## src/design/prcn_pkg.sv

```systemverilog
package prcn_pkg;
   // ==========================================
   // sizes
   localparam int N_IN_REG  = 4;   // input route select registers
   localparam int N_OUT_REG = 4;   // output route select registers
   localparam int N_RP      = 2 * N_OUT_REG; // remappable pins
   localparam int N_FUNC    = 8;   // peripheral output functions
   localparam int N_CN      = 16;  // change notify pins
   localparam int FLD_W     = 6;
   localparam int PRIO_W    = 3;
   localparam int N_SEL     = N_IN_REG + N_OUT_REG;
   localparam int SEL_AW    = 3;
   // ==========================================
   // select register field layout
   localparam int FLD_LO_POS = 0;
   localparam int FLD_HI_POS = 8;
   localparam logic [FLD_W-1:0] FUNC_NULL = 6'h00;
   localparam logic [15:0] SEL_RESET = 16'h0000;
   // ==========================================
   // word index map (byte address = 4 * index)
   localparam logic [5:0] IX_PORT  = 6'h00;
   localparam logic [5:0] IX_CNEN  = 6'h01;
   localparam logic [5:0] IX_PU    = 6'h02;
   localparam logic [5:0] IX_PD    = 6'h03;
   localparam logic [5:0] IX_STAT  = 6'h04;
   localparam logic [5:0] IX_MASK  = 6'h05;
   localparam logic [5:0] IX_PRIO  = 6'h06;
   localparam logic [5:0] IX_LOCK  = 6'h07;
   localparam logic [5:0] IX_INSEL = 6'h10;
   localparam logic [5:0] IX_OUTSEL = 6'h20;
   // status / mask bit and control bits
   localparam int STAT_CHG_BIT = 0;
   localparam int LOCK_BIT     = 0;
   localparam logic [PRIO_W-1:0] PRIO_RESET = 3'h0;
   // ==========================================
   // carriers
   typedef struct packed {
      logic        read;
      logic        write;
      logic [7:0]  address;
      logic [31:0] writedata;
      logic [3:0]  byteenable;
   } prcn_avs_req_t;

   typedef struct packed {
      logic [31:0] readdata;
      logic        waitrequest;
   } prcn_avs_rsp_t;

   typedef struct packed {
      logic wake;       // leave sleep or idle
      logic to_vector;  // branch to vector, else next instruction
   } prcn_wake_t;

   typedef enum logic [1:0] {BUS_IDLE, BUS_FETCH, BUS_ACK} prcn_bus_t;
endpackage

```

## src/design/prcn_top.sv

```systemverilog
// Functional notes
// input route registers hold two 6-bit pin numbers at 13:8 and 5:0
// bits 15:14 and 7:6 of select registers read zero, ignore writes
// output route registers hold two 6-bit function codes, one per pin
// select fields are read/write and clear to zero at reset
// a change on a watched pin raises the change interrupt
// only pins with their enable bit set can raise it
// per-pin pull-up and pull-down enable bits switch the weak pulls
// reading the port clears the mismatch and rearms detection
// detection keeps running in sleep and idle, setting the flag
// enabled flag in sleep or idle wakes the device
// priority not above cpu priority resumes after the sleep
// priority above cpu priority branches to the change vector
// software sets enables, pulls, clears flag, priority, then enable
// select write lock comes out of reset unlocked
// function code zero is the null function, pin not driven
// enabled pin levels compared to copy taken at last port read
`timescale 1ns/1ps
module prcn_top
   import prcn_pkg::*;
   (
   // clock, reset, enable
   input  wire logic                  clk_sys_in,
   input  wire logic                  rstn_in,
   input  wire logic                  ce_in,
   // register bus
   input  wire prcn_pkg::prcn_avs_req_t avs_req_in,
   output prcn_pkg::prcn_avs_rsp_t    avs_rsp_out,
   // remappable pins and peripherals
   input  wire logic [N_RP-1:0]       rp_pin_in,
   output logic      [N_RP-1:0]       rp_pin_out,
   output logic      [N_RP-1:0]       rp_pin_oe_out,
   input  wire logic [N_FUNC-1:0]     periph_func_in,
   output logic [2*N_IN_REG-1:0]      periph_sel_out,
   // change notify pins and pulls
   input  wire logic [N_CN-1:0]       cn_pin_in,
   output logic      [N_CN-1:0]       pull_up_out,
   output logic      [N_CN-1:0]       pull_down_out,
   // processor side
   input  wire logic                  low_power_in,
   input  wire logic [PRIO_W-1:0]     cpu_prio_in,
   output logic                       irq_out,
   output prcn_pkg::prcn_wake_t       wake_out
   );
   import prcn_pkg::*;

   typedef struct packed {
      prcn_bus_t            bus;
      logic [31:0]          rdata;
      logic                 wait_n;
      logic [N_RP-1:0]      rp_s1;
      logic [N_RP-1:0]      rp_s2;
      logic [N_CN-1:0]      cn_s1;
      logic [N_CN-1:0]      cn_s2;
      logic [N_CN-1:0]      snap;
      logic [N_CN-1:0]      cn_en;
      logic [N_CN-1:0]      pu;
      logic [N_CN-1:0]      pd;
      logic                 flag;
      logic                 mask;
      logic [PRIO_W-1:0]    prio;
      logic                 lock;
      logic [N_RP-1:0]      rp_do;
      logic [N_RP-1:0]      rp_oe;
      logic [2*N_IN_REG-1:0] psel;
      logic                 irq;
      prcn_wake_t           wake;
   } prcn_st_t;

   prcn_st_t st_q;
   prcn_st_t st_d;

   logic [N_SEL-1:0][2*FLD_W-1:0] sel_all;
   logic [2*FLD_W-1:0]            sel_rdata;
   logic [2*FLD_W-1:0]            sel_wdata;
   logic [SEL_AW-1:0]             sel_idx;
   logic                          sel_we;
   logic                          sel_hit;
   logic [5:0]                    wix;
   logic [N_RP-1:0]               rp_do_w;
   logic [N_RP-1:0]               rp_oe_w;
   logic [2*N_IN_REG-1:0]         psel_w;
   logic                          mismatch;
   logic                          take;

   // ==========================================
   // bus decode
   assign wix  = avs_req_in.address[7:2];
   assign take = (st_q.bus == BUS_ACK);
   always_comb
   begin
      sel_hit = 1'b0;
      sel_idx = '0;
      if (wix[5:SEL_AW] == IX_INSEL[5:SEL_AW])
      begin
         sel_hit = (wix[SEL_AW-1:0] < SEL_AW'(N_IN_REG));
         sel_idx = wix[SEL_AW-1:0];
      end
      else if (wix[5:SEL_AW] == IX_OUTSEL[5:SEL_AW])
      begin
         sel_hit = (wix[SEL_AW-1:0] < SEL_AW'(N_OUT_REG));
         sel_idx = SEL_AW'(N_IN_REG) + wix[SEL_AW-1:0];
      end
   end

   // merge write lanes over the fetched word; gaps are dropped
   always_comb
   begin
      sel_wdata = sel_rdata;
      if (avs_req_in.byteenable[0])
      begin
         sel_wdata[FLD_W-1:0] = avs_req_in.writedata[FLD_W-1:0];
      end
      if (avs_req_in.byteenable[1])
      begin
         sel_wdata[2*FLD_W-1:FLD_W] =
            avs_req_in.writedata[FLD_HI_POS+FLD_W-1:FLD_HI_POS];
      end
   end
   // locked select registers ignore writes
   assign sel_we = take && avs_req_in.write && sel_hit && !st_q.lock;

   prcn_sel_mem #(.DEPTH(N_SEL), .AW(SEL_AW), .DW(2*FLD_W)) u_sel_mem
   (
      .clk_sys_in (clk_sys_in),
      .rstn_in    (rstn_in),
      .ce_in      (ce_in),
      .we_in      (sel_we),
      .waddr_in   (sel_idx),
      .wdata_in   (sel_wdata),
      .raddr_in   (sel_idx),
      .rdata_out  (sel_rdata),
      .all_out    (sel_all)
   );

   // ==========================================
   // routing: one slice per peripheral input and per pin
   genvar g;
   generate
      for (g = 0; g < 2*N_IN_REG; g++)
      begin : g_in
         logic [FLD_W-1:0] pin;
         assign pin = sel_all[g/2][(g%2)*FLD_W +: FLD_W];
         // pin numbers past the last pin read as low
         assign psel_w[g] = (pin < FLD_W'(N_RP)) ?
                            st_q.rp_s2[pin[SEL_AW-1:0]] : 1'b0;
      end
      for (g = 0; g < N_RP; g++)
      begin : g_out
         logic [FLD_W-1:0] code;
         logic             ok;
         assign code = sel_all[N_IN_REG + g/2][(g%2)*FLD_W +: FLD_W];
         // null and unknown codes leave the pin undriven
         assign ok = (code != FUNC_NULL) &&
                     (code <= FLD_W'(N_FUNC));
         assign rp_oe_w[g] = ok;
         assign rp_do_w[g] = ok ?
                             periph_func_in[SEL_AW'(code - 6'h01)] : 1'b0;
      end
   endgenerate

   // mismatch of watched pins against the last port read
   assign mismatch = |((st_q.cn_s2 ^ st_q.snap) & st_q.cn_en);

   // ==========================================
   // next state
   always_comb
   begin
      st_d = st_q;
      st_d.rp_s1 = rp_pin_in;
      st_d.rp_s2 = st_q.rp_s1;
      st_d.cn_s1 = cn_pin_in;
      st_d.cn_s2 = st_q.cn_s1;
      st_d.rp_do = rp_do_w;
      st_d.rp_oe = rp_oe_w;
      st_d.psel  = psel_w;
      // bus walk: fetch, present answer, take
      case (st_q.bus)
         BUS_IDLE:
         begin
            if (avs_req_in.read || avs_req_in.write)
            begin
               st_d.bus = BUS_FETCH;
            end
         end
         BUS_FETCH:
         begin
            st_d.bus    = BUS_ACK;
            st_d.wait_n = 1'b1;
            st_d.rdata  = '0;
            if (sel_hit)
            begin
               st_d.rdata[FLD_HI_POS +: FLD_W] =
                  sel_rdata[2*FLD_W-1:FLD_W];
               st_d.rdata[FLD_LO_POS +: FLD_W] = sel_rdata[FLD_W-1:0];
            end
            else
            begin
               case (wix)
                  IX_PORT: st_d.rdata[N_CN-1:0] = st_q.cn_s2;
                  IX_CNEN: st_d.rdata[N_CN-1:0] = st_q.cn_en;
                  IX_PU:   st_d.rdata[N_CN-1:0] = st_q.pu;
                  IX_PD:   st_d.rdata[N_CN-1:0] = st_q.pd;
                  IX_STAT: st_d.rdata[STAT_CHG_BIT] = st_q.flag;
                  IX_MASK: st_d.rdata[STAT_CHG_BIT] = st_q.mask;
                  IX_PRIO: st_d.rdata[PRIO_W-1:0] = st_q.prio;
                  IX_LOCK: st_d.rdata[LOCK_BIT] = st_q.lock;
                  default: st_d.rdata = '0;
               endcase
            end
         end
         BUS_ACK:
         begin
            st_d.bus    = BUS_IDLE;
            st_d.wait_n = 1'b0;
            if (avs_req_in.read && wix == IX_PORT)
            begin
               st_d.snap = st_q.rdata[N_CN-1:0];
            end
            if (avs_req_in.write && !sel_hit)
            begin
               case (wix)
                  IX_CNEN: st_d.cn_en = avs_req_in.writedata[N_CN-1:0];
                  IX_PU:   st_d.pu = avs_req_in.writedata[N_CN-1:0];
                  IX_PD:   st_d.pd = avs_req_in.writedata[N_CN-1:0];
                  IX_STAT:
                  begin
                     if (avs_req_in.writedata[STAT_CHG_BIT])
                     begin
                        st_d.flag = 1'b0;
                     end
                  end
                  IX_MASK: st_d.mask = avs_req_in.writedata[STAT_CHG_BIT];
                  IX_PRIO: st_d.prio = avs_req_in.writedata[PRIO_W-1:0];
                  IX_LOCK: st_d.lock = avs_req_in.writedata[LOCK_BIT];
                  default: st_d.lock = st_q.lock;
               endcase
            end
         end
         default: st_d.bus = BUS_IDLE;
      endcase
      // detection runs whatever the power mode; set beats clear
      if (mismatch)
      begin
         st_d.flag = 1'b1;
      end
      st_d.irq = st_d.flag && st_d.mask;
      // wake and resume point from priority compare
      st_d.wake.wake = low_power_in && st_d.irq;
      st_d.wake.to_vector = low_power_in && st_d.irq &&
                            (st_d.prio > cpu_prio_in);
   end

   // lock, fields and flags all start clear
   always_ff @(posedge clk_sys_in or negedge rstn_in)
   begin
      if (!rstn_in)
      begin
         st_q <= '0;
      end
      else if (ce_in)
      begin
         st_q <= st_d;
      end
   end

   // ==========================================
   // outputs straight from state
   assign avs_rsp_out.readdata    = st_q.rdata;
   assign avs_rsp_out.waitrequest = !st_q.wait_n;
   assign rp_pin_out     = st_q.rp_do;
   assign rp_pin_oe_out  = st_q.rp_oe;
   assign periph_sel_out = st_q.psel;
   assign pull_up_out    = st_q.pu;
   assign pull_down_out  = st_q.pd;
   assign irq_out        = st_q.irq;
   assign wake_out       = st_q.wake;
endmodule

```

## src/design/prcn_sel_mem.sv

```systemverilog
`timescale 1ns/1ps
module prcn_sel_mem
  #(parameter int DEPTH = 8,
    parameter int AW    = 3,
    parameter int DW    = 12)
   (
   // clock, reset and enable
   input  wire logic                clk_sys_in,
   input  wire logic                rstn_in,
   input  wire logic                ce_in,
   // write and read port
   input  wire logic                we_in,
   input  wire logic [AW-1:0]       waddr_in,
   input  wire logic [DW-1:0]       wdata_in,
   input  wire logic [AW-1:0]       raddr_in,
   output logic      [DW-1:0]       rdata_out,
   // every entry, for the routing logic
   output logic [DEPTH-1:0][DW-1:0] all_out
   );
   import prcn_pkg::*;

   typedef struct packed {
      logic [DEPTH-1:0][DW-1:0] mem;
      logic [DW-1:0]            rdata;
   } prcn_mem_st_t;

   prcn_mem_st_t st_q;
   prcn_mem_st_t st_d;

   // ==========================================
   // next state: registered read, plain write
   always_comb
   begin
      st_d = st_q;
      st_d.rdata = st_q.mem[raddr_in];
      if (we_in)
      begin
         st_d.mem[waddr_in] = wdata_in;
      end
   end

   // all fields clear at reset
   always_ff @(posedge clk_sys_in or negedge rstn_in)
   begin
      if (!rstn_in)
      begin
         st_q <= '0;
      end
      else if (ce_in)
      begin
         st_q <= st_d;
      end
   end

   assign rdata_out = st_q.rdata;
   assign all_out   = st_q.mem;
endmodule

```

## config.mk

```make
export PLATFORM = sky130hd
export DESIGN_NAME = prcn_top
export DESIGN_NICKNAME = d
export VERILOG_FILES = /design/src/design/prcn_pkg.sv /design/src/design/prcn_top.sv /design/src/design/prcn_sel_mem.sv
export SDC_FILE = /design/constraint.sdc
export NUM_CORES = 1
export LEC_CHECK = 0
export BUFFER_PORTS_ARGS = -buffer_cell sky130_fd_sc_hd__buf_2
export CAP_MARGIN = 20
export CORE_AREA = 4 4 224 172
export CTS_CLUSTER_SIZE = 12
export DETAILED_ROUTE_END_ITERATION = 12
export DIE_AREA = 0 0 228 176
export PLACE_DENSITY = 0.62
export SLEW_MARGIN = 0
export SYNTH_ARGS = -nofsm -noshare
export SYNTH_HDL_FRONTEND = slang
export SYNTH_HIERARCHICAL = 1
export SYNTH_SLANG_ARGS = --single-unit
```

## constraint.sdc

```tcl
create_clock -name clk_sys_in -period 6.1 [get_ports clk_sys_in]
set_clock_uncertainty 0.2 [all_clocks]
set_input_delay 1.525 -clock clk_sys_in [delete_from_list [all_inputs] [get_ports clk_sys_in]]
set_output_delay 1.525 -clock clk_sys_in [all_outputs]
set_load 0.05 [all_outputs]
```

==> results of run 1 <==
[per-stage QoR]
stage / util / std cells / hold slack [ps]
after floorplan: - / 1105 / 248.1
after global placement: 0.4096 / 1593 / 282.6
after detailed placement: 0.4096 / 1593 / 287.5
after CTS: 0.4350 / 1642 / 298.2
after global routing: 0.4360 / 1644 / 310.9
final: 0.4361 / 1646 / 296.3
[Yosys cell counts, types with 5 or more instances]
| cell type | number |
|---|---|
| dfrtp_1 | 272 |
| mux2_2 | 206 |
| buf_4 | 94 |
| mux2i_1 | 54 |
| mux4_2 | 47 |
| inv_1 | 42 |
| a22oi_1 | 30 |
| mux2_4 | 30 |
| nor2b_1 | 30 |
| nand3_1 | 26 |
| o21ai_0 | 25 |
| clkbuf_1 | 21 |
| nor2_1 | 20 |
| nand2_1 | 19 |
| xnor2_1 | 17 |
| buf_2 | 16 |
| xor2_1 | 16 |
| ha_1 | 15 |
| a211o_1 | 12 |
| a41o_1 | 12 |
| o22ai_1 | 10 |
| a21oi_1 | 8 |
| nor4_1 | 8 |
| a22o_1 | 6 |
| buf_1 | 6 |
| and2b_1 | 5 |
[cell families after synthesis]
| logic type | Yosys count | synth area share |
|---|---|---|
| buffers and inverters | 183 | 0.07655 |
| xor gates and xnor gates | 33 | 0.02014 |
| muxes | 337 | 0.3045 |
| DFF | 272 | 0.4743 |
| and+or+nand+nor | 141 | 0.05720 |
| AOI/OAI and AO/OA | 108 | 0.05397 |
| other | 1 | 0.0002613 |
| adders and majority gates | 15 | 0.01308 |
[how the worst max path moves through the flow]
stage	from	to	slack (ps)	cells past startpoint
global placement	avs_req_in[38]	u_sel_mem/all_out[86]	1670	7
detailed placement	avs_req_in[39]	u_sel_mem/rdata_out[1]	1640	5
global route	avs_req_in[39]	u_sel_mem/rdata_out[1]	1920	5
floorplan	avs_req_in[40]	wake_out[0]	2120	10
CTS	avs_req_in[39]	u_sel_mem/rdata_out[1]	2240	5
finish	avs_req_in[39]	u_sel_mem/rdata_out[2]	2120	5
[worst register-to-register path, cell delays in order, from the launching register on]
cell	delay, ps
dfrtp_1	400
inv_1	90
ha_1	220
and2_0	370
and2_4	250
mux2_2	350
ha_1	290
nor2b_1	130
o21a_1	150
o21ai_0	160
o32ai_1	100
[area by class of cell]
class	instances	area, um^2	area share
repair buffers	159	888.4	0.05595
clock inverters	8	105.1	0.006620
diodes	2	5.005	0.0003152
well taps	472	590.6	0.03720
multi-input cells	650	6502	0.4096
inverters	42	157.7	0.009930
clock buffers	41	820.8	0.05170
flip-flops and latches	272	6807	0.4287
[placed cells by master (no fill, tap or decap), drive strengths merged, types with 10 or more instances in the layout]
cell type	count
a41o	12
a211o	12
conb	16
inv	43
nand2	20
ha	15
xnor2	17
clkbuf	41
a22oi	30
dfrtp	272
nand3	26
xor2	16
buf	159
o21ai	25
mux4	47
mux2	236
o22ai	10
nor2	21
nor2b	30
mux2i	54
[routing by layer]
layer,global-route usage,vias up
met5,0,-
met4,0.03876,0
met3,0.03016,53
met2,0.2800,299
met1,0.2582,4613
li1,-,4002
[where the power goes]
part / switching, mW / leakage [nW] / internal, mW
logic: 0.505 / 3.28 / 0.292
clock network: 0.734 / 0.459 / 1.02
registers: 0.132 / 3.64 / 1.94
[state kept, by name, summed over array words and instances, names as in the netlist]
register,cells
wake_out,2
u_sel_mem/all_out,96
irq_out,1
rp_pin_oe_out,8
u_sel_mem/rdata_out,12
avs_rsp_out,16
st_q,65
rp_pin_out,8
pull_down_out,16
pull_up_out,16
st_d,24
periph_sel_out,8
==> reports/metrics.cfg, run 1 <==
[cts]
clkTransAtPathRegs_ps = 60
cts_buffer_depth = 3
cts_buffers = 29
cts.sinks = 272
htree_levels = 1
ctsResizeCount = 0
holdBufCountCts = 0
worstSkewPairLatency_ps = 580
cts_tree = yes
cts_setup_buffers = 0
root_buffer = clkbuf_16

[timing]
min_period_ps = 3982
fmax_mhz = 251.1
rsz0062_at_grt = false
setup_slack_ps = 2118
hold_viol = 0
max_slew_margin = 0.3828
worst_pin_slew_ps = 925.8
drv_slew = 0
setup_tns_ps = 0
setup_viol = 0
post-route-period-util = 0.6528

[routing]
routed-via-count = 8967
drtAntennaViolNets = 0
top_layer = met4
wl_met1_um = 16510
wl_met2_um = 16590
viasPerCell = 5.448
drc_errors = 0
finalWirelength_um = 36080
wl_per_cell_um = 21.92
wl_met3_um = 2268
drt_first_iter_violations = 660
drtPass1Iterations = 5

[layout]
area_growth_pct = 10.64
final_area_um2 = 15880
drive_gt1_frac = 0.4249
nNetsFinal = 1254
n_fill_cell = 3386

[critical_path]
r2r_cells = 10
crit_path_max_incr_delay_ps = 760
crit_fanout = 27
r2r_setup_slack_ps = 3220
r2r-start = st_q[178]
worst_path_max_delay_cell = nor2b_1
critPathKind = in2reg
crit_chain = buf_2 > and2_1 > nor2b_1 > a22oi_1 > a41o_1
worst-path-buf-inv = 1
cp-end-kind = flop
critPathArrivalTime_ps = 4250
cp-start-kind = input pin
r2r_end = wake_out[0]
cp.required_ps = 6370
cp_top_family = simple AND/OR/NAND/NOR gates

[floorplanning]
initial_core_util = 0.3942
rows = 61
die_w_um = 228
core_area_um2 = 36410
fp.dieH_um = 176
ios = 177
dieArea_um2 = 40130

[logic_synthesis]
ys_warn_count = 6
synth-seq-cells = 272
synth_area_per_cell_um2 = 13.17
synth_top_area_cell = dfrtp_1
synthTopCellsByArea = dfrtp_1 (47%), mux2_2 (16%), mux4_2 (7.4%)
syn_inst = 1090
netlist_area_um2 = 14350
synth-edff-count = 0
synth_top_area_share = 0.4743
async_flop_share = 1.000
synthFlopType = dfrtp_1
netlist-cell-type-count = 53
ys_seq_area_frac = 0.4743

[grt]
overflow = 0
antenna_found_initial = 3
grt_use_total = 0.1770
grt_pass1_wl_um = 56240
grt_start_max_net_pins = 111
grt_pass1_vias = 9139

[power_and_ir_drop]
power_mw = 4.617
power_density_nw_per_um2 = 290.8
vdd_ir_drop_max_v = 0.0002549
power.leakage_nw = 7.380

[min_path]
whs_path_depth = 1
holdPathEnd = st_q[92]
hold_start = avs_rsp_out[12]
min_path_type = reg2reg

[placement]
dp_slack_ps = 1636
hpwl_um = 25080
portBuffers = 140
finalWeightedCongestion = 0.8324
place_area_um2 = 14910

[run]
max_cap_viol_count = 0

[status]
outcome = finished, final reports clean

Power figures use the tool's default switching activity.
==> run 2, diff against run 1 <==
--- a/config.mk
+++ b/config.mk
@@ -5,12 +5,13 @@
 export SDC_FILE = /design/constraint.sdc
 export NUM_CORES = 1
 export LEC_CHECK = 0
+export ABC_AREA = 1
 export BUFFER_PORTS_ARGS = -buffer_cell sky130_fd_sc_hd__buf_2
 export CAP_MARGIN = 20
-export CORE_AREA = 4 4 224 172
+export CORE_AREA = 4 4 226 173
 export CTS_CLUSTER_SIZE = 12
 export DETAILED_ROUTE_END_ITERATION = 12
-export DIE_AREA = 0 0 228 176
+export DIE_AREA = 0 0 230 177
 export PLACE_DENSITY = 0.62
 export SLEW_MARGIN = 0
 export SYNTH_ARGS = -nofsm -noshare
==> constraint.sdc (replaced) <==
create_clock -name clk_sys_in -period 4.2 [get_ports clk_sys_in]
set_clock_uncertainty 0.2 [all_clocks]
set_input_delay 1.05 -clock clk_sys_in [delete_from_list [all_inputs] [get_ports clk_sys_in]]
set_output_delay 1.05 -clock clk_sys_in [all_outputs]
set_load 0.05 [all_outputs]
==> run 2 against run 1 <==
- critical path depth up 7
- clock power rose by 45%
- design area grew 0.65%
- largest power group unchanged
- global-route usage up 2.4 points
- area after synthesis increased by 1.7%
==> reports/metrics.cfg, run 2 <==
[layout]
nNetsFinal = 2033
largest_register_ffs = 96
final_cell_mix = nand2_1 (594), dfrtp_1 (272), inv_1 (186)
drive_gt1_frac = 0.1233
utilization = 0.4344
insertedDiodeCount = 0
final_common_cell = nand2_1
area_growth_pct = 9.528
n_fill_cell = 3773

[logic_synthesis]
ys_warn_count = 6
synth-seq-cells = 272
synth-edff-count = 0
synth_top_area_cell = dfrtp_1
synthTopCellsByArea = dfrtp_1 (47%), nand2_1 (15%), o21ai_1 (5.2%)
synth_top_area_share = 0.4666
synthFlopType = dfrtp_1
yosysMostFrequentCell = nand2_1
synth_common_cells = nand2_1 (594), dfrtp_1 (272), inv_1 (187)
async_flop_share = 1.000
netlist-cell-type-count = 42
ys_seq_area_frac = 0.4666
netlist_area_um2 = 14590
synth_area_per_cell_um2 = 7.703
syn_inst = 1894

[cts]
cts_buffers = 30
htree_levels = 1
worstSkewPairLatency_ps = 580
holdBufCountCts = 0
root_buffer = clkbuf_16
cts.sinks = 272
ctsResizeCount = 0
cts_buffer_depth = 3
clkTransAtPathRegs_ps = 60
cts_tree = yes
cts_setup_buffers = 0

[floorplanning]
rows = 61
core_area_um2 = 36790
fp.dieH_um = 177
die_w_um = 230
ios = 177
initial_core_util = 0.3966
dieArea_um2 = 40710

[grt]
antenna_found_initial = 0
grt_use_total = 0.2009
grt_start_max_net_pins = 89
grt_pass1_vias = 11450
overflow = 0
grt_pass1_wl_um = 65330

[critical_path]
cp-end-kind = flop
critPathArrivalTime_ps = 3070
crit_fanout = 21
cp.required_ps = 4460
cp-start-kind = input pin
critPathKind = in2reg

[placement]
hpwl_um = 29750
finalWeightedCongestion = 0.8747
portBuffers = 140

[routing]
viasPerCell = 5.114
finalWirelength_um = 41850
wl_per_cell_um = 17.03
drtPass1Iterations = 5
drtAntennaViolNets = 0
drc_errors = 0
drt_first_iter_violations = 1410
routed-via-count = 12570

[power_and_ir_drop]
vdd_ir_drop_max_v = 0.0003026
power_density_nw_per_um2 = 442.7
power_mw = 7.075
power.leakage_nw = 7.857

[timing]
fmax_mhz = 356.1
drv_slew = 0
max_slew_margin = 0.3639
rsz0062_at_grt = false
setup_tns_ps = 0
post-route-period-util = 0.6686
min_period_ps = 2808
worst_pin_slew_ps = 954.2
setup_viol = 0
hold_viol = 0

[min_path]
min_path_type = in2async

[status]
outcome = finished, final reports clean

[run]
max_cap_viol_count = 0

==> run 2: cell types whose count changed in the layout (fill, tap and decap cells not counted), sizes merged, moves of 72 or more <==
cell,change
nand2,+585
mux2,-229
o21ai,+217
inv,+149
nor2,+94
nand3,+72
==> run 2: cells by family (layout without fill, tap and decap cells) <==
kind of cell	Yosys count	in the layout	synth area share
multiplexers	7	7	0.005917
XOR/XNOR	8	8	0.004803
adder cells (fa/ha/maj)	15	15	0.01286
buffers and inverters	358	403	0.1255
AO/OA/AOI/OAI	396	396	0.1497
flip-flops	272	272	0.4666
other	1	16	0.0002570
AND/OR/NAND/NOR	837	837	0.2345
==> run 2: power by group <==
group	switching (mW)	internal, mW	leakage (nW)
logic	1.07	0.374	3.75
registers	0.226	2.86	3.65
clock network	1.09	1.45	0.457
==> run 2: layout make-up <==
| cell class | count | area (um^2) | share of cell area |
|---|---|---|---|
| inverters | 193 | 724.4 | 0.04534 |
| flip-flops and latches | 272 | 6807 | 0.4260 |
| well taps | 504 | 630.6 | 0.03946 |
| clock inverters | 9 | 90.09 | 0.005638 |
| clock buffers | 44 | 843.3 | 0.05278 |
| repair buffers | 157 | 865.8 | 0.05419 |
| multi-input cells | 1279 | 6018 | 0.3766 |
==> run 2: path summary, 6_finish.rpt <==
kind | from | to | slack [ps] | cells past startpoint
min in group clk_sys_in | st_d[98] | st_d[98] | 270 | 2
worst max register to register | st_q[179] | avs_rsp_out[1] | 1720 | 6
worst min-delay path | rstn_in | st_d[104] | 260 | 1
max in group asynchronous | rstn_in | pull_down_out[14] | 2600 | 2
worst max-delay path | avs_req_in[41] | u_sel_mem/rdata_out[1] | 1390 | 12
worst min register to register | st_d[98] | st_d[98] | 270 | 2
==> run 2: metal layers <==
layer	track usage	part of all wire	vias up
met1	0.3193	0.49	5991
met5	0	0	-
li1	-	-	6096
met2	0.2836	0.41	432
met4	0.03602	0.017	0
met3	0.04022	0.083	51
==> run 2: worst max-delay path, stage by stage <==
cell	delay, ps
buf_2	130
nor2_1	220
nand2_1	110
nand2_1	100
inv_1	80
nor2_2	400
inv_1	180
buf_4	260
nand3_1	130
nand3_1	170
nand3_1	160
nand2_1	60
==> run 2: per-stage QoR <==
step / hold WS (ps) / setup slack (ps) / cells / area [um^2]
6_report: 258.7 / 1392 / 2458 / 15980
5_1_grt: 284.1 / 1199 / 2458 / 15980
4_1_cts: 265.9 / 1491 / 2458 / 15980
3_5_place_dp: 261.9 / 883.7 / 2405 / 15050
3_3_place_gp: 257.9 / 925.7 / 2405 / 15050
2_1_floorplan: 242.2 / 1402 / 1909 / 14650
==> run 3, diff against run 2 <==
--- a/config.mk
+++ b/config.mk
@@ -12,7 +12,7 @@
 export CTS_CLUSTER_SIZE = 12
 export DETAILED_ROUTE_END_ITERATION = 12
 export DIE_AREA = 0 0 230 177
-export PLACE_DENSITY = 0.62
+export PLACE_DENSITY = 0.64
 export SLEW_MARGIN = 0
 export SYNTH_ARGS = -nofsm -noshare
 export SYNTH_HDL_FRONTEND = slang
==> constraint.sdc (replaced) <==
create_clock -name clk_sys_in -period 2.45 [get_ports clk_sys_in]
set_clock_uncertainty 0.2 [all_clocks]
set_input_delay 0.6125 -clock clk_sys_in [delete_from_list [all_inputs] [get_ports clk_sys_in]]
set_output_delay 0.6125 -clock clk_sys_in [all_outputs]
set_load 0.05 [all_outputs]
==> run 3 against run 2 <==
- worst hold slack worse by 200 ps
- first-iteration DRC count is 1.3% lower
- non-clock buffer count is 49 higher
- routed wire length is 2.2% higher
- via count is 2.4% higher
- power is 78% higher
- critical path type is now reg2reg
- critical endpoint is now wake_out[0]
==> reports/metrics.cfg, run 3 (synthesis results as in run 2) <==
[layout]
nNetsFinal = 2082
final_common_cell = nand2_1
drive_gt1_frac = 0.1450
area_growth_pct = 13.87
largest_register_ffs = 96
final_cell_mix = nand2_1 (594), dfrtp_1 (272), inv_1 (186)

[critical_path]
crit_chain = inv_1 > ha_1 > nand2_1 > inv_1 > nand2_2 > nand2_1 > o21ai_2 > ha_1 > nand3b_1 > a32oi_1 > nand4_1 > nand2_1
critPathKind = reg2reg
path_common_cell = nand2_1
cp-end-kind = flop
startpoint = st_q[178]
r2r-start = st_q[178]
worst-path-buf-inv = 2
critPathArrivalTime_ps = 2580
cp.required_ps = 2770
crit_fanout = 6
cp-start-kind = flop
cp_top_family = simple AND/OR/NAND/NOR gates
worst_path_max_delay_cell = dfrtp_1
crit_path_max_incr_delay_ps = 400

[cts]
cts_setup_buffers = 0
clkTransAtPathRegs_ps = 60
htree_levels = 1
cts_buffers = 30
cts_tree = yes
cts_buffer_depth = 3
worstSkewPairLatency_ps = 590
root_buffer = clkbuf_16
cts.sinks = 272

[timing]
max_slew_margin = 0.5749
rsz0062_at_grt = false
hold_viol = 0
setup_viol = 0
hold_ws_ps = 57.97
post-route-period-util = 0.9237
fmax_mhz = 441.9
worst_pin_slew_ps = 637.0
min_period_ps = 2263
drv_slew = 0

[grt]
grt_start_max_net_pins = 64
overflow = 0
antenna_found_initial = 2
grt_pass1_wl_um = 67310
grt_use_total = 0.2073
grt_pass1_vias = 12020

[floorplanning]
die_w_um = 230
dieArea_um2 = 40710
fp.dieH_um = 177
core_area_um2 = 36790
ios = 177
rows = 61
initial_core_util = 0.3966

[routing]
drtPass1Iterations = 8
routed-via-count = 12870
drt_first_iter_violations = 1392
finalWirelength_um = 42790
viasPerCell = 5.138
wl_per_cell_um = 17.08
drc_errors = 0
drtAntennaViolNets = 0

[placement]
portBuffers = 140
finalWeightedCongestion = 0.8991
hpwl_um = 31030

[power_and_ir_drop]
vdd_ir_drop_max_v = 0.0004902
power_density_nw_per_um2 = 756.7
power_mw = 12.57
power.leakage_nw = 8.207

[min_path]
hold_start = cn_pin_in[5]
min_path_type = in2reg

[run]
max_cap_viol_count = 0

[status]
outcome = finished, final reports clean

-- run 3: changes by cell type in the layout (fill, tap and decap cells not counted) --
cell | previous run | this run
clkbuf_8 | 4 | 2
buf_4 | 16 | 49
o21ai_2 | 4 | 5
o21ai_1 | 152 | 151
inv_8 | 1 | 0
clkbuf_1 | 10 | 7
bufinv_16 | 1 | 5
inv_6 | 0 | 1
dlygate4sd3_1 | 0 | 1
clkinv_2 | 5 | 3
diode_2 | 0 | 1
buf_12 | 2 | 17
-- run 3: where the power goes --
group	internal, mW	switching [mW]
logic	0.707	1.85
registers	4.91	0.397
clock network	2.82	1.88
-- run 3: what timing repair did --
action	in CTS	in global routing
endpoints found under the setup margin	0	1
endpoints found under the hold margin	47	0
resized for setup	0	1
hold buffers	1	0
-- run 3: worst min-delay path: stages --
cell	delay, ps
buf_2	80
nand2_1	40
nand2_1	50
-- run 3: area by class of cell --
| class | instances | area (um^2) |
|---|---|---|
| multi-input combinational | 1279 | 6022 |
| tap | 504 | 630.6 |
| timing repair buffer | 206 | 1424 |
| clock buffer | 39 | 804.5 |
| fill | 3716 | 20180 |
| antenna | 1 | 2.502 |
| sequential | 272 | 6807 |
| clock inverter | 11 | 197.7 |
| inverter | 193 | 724.4 |
-- run 3: per-stage QoR --
stage	util	cells	TNS (ps)	worst slack, ps	cell area (um^2)
6_report	0.4516	2505	0	186.8	16610
5_1_grt	0.4516	2505	0	27.56	16610
4_1_cts	0.4514	2504	0	166.4	16610
3_5_place_dp	0.4239	2453	-445.2	-52.50	15590
3_3_place_gp	0.4239	2453	-70.95	-26.61	15590
2_1_floorplan	-	1909	0	89.08	14650
-- run 3: layer usage --
metal  routed length, um  vias to the layer above  global-route usage  part of all wire
li1                    -                     6177                   -                 -
met1               20400                     6145              0.3215              0.48
met2               17780                      488              0.2991              0.42
met3                3759                       61             0.04295             0.088
met4                 848                        0             0.04207             0.020
met5                   0                        -                   0                 0
-- run 3: path summary, 6_finish.rpt --
kind | endpoint | slack, ps | depth (start not counted)
hold / removal | st_d[102] | 60 | 3
setup reg to reg | wake_out[0] | 190 | 12
max in group asynchronous | u_sel_mem/all_out[58] | 970 | 3
hold reg to reg | st_d[133] | 270 | 2
min in group asynchronous | u_sel_mem/all_out[41] | 390 | 2
setup / recovery | wake_out[0] | 190 | 12
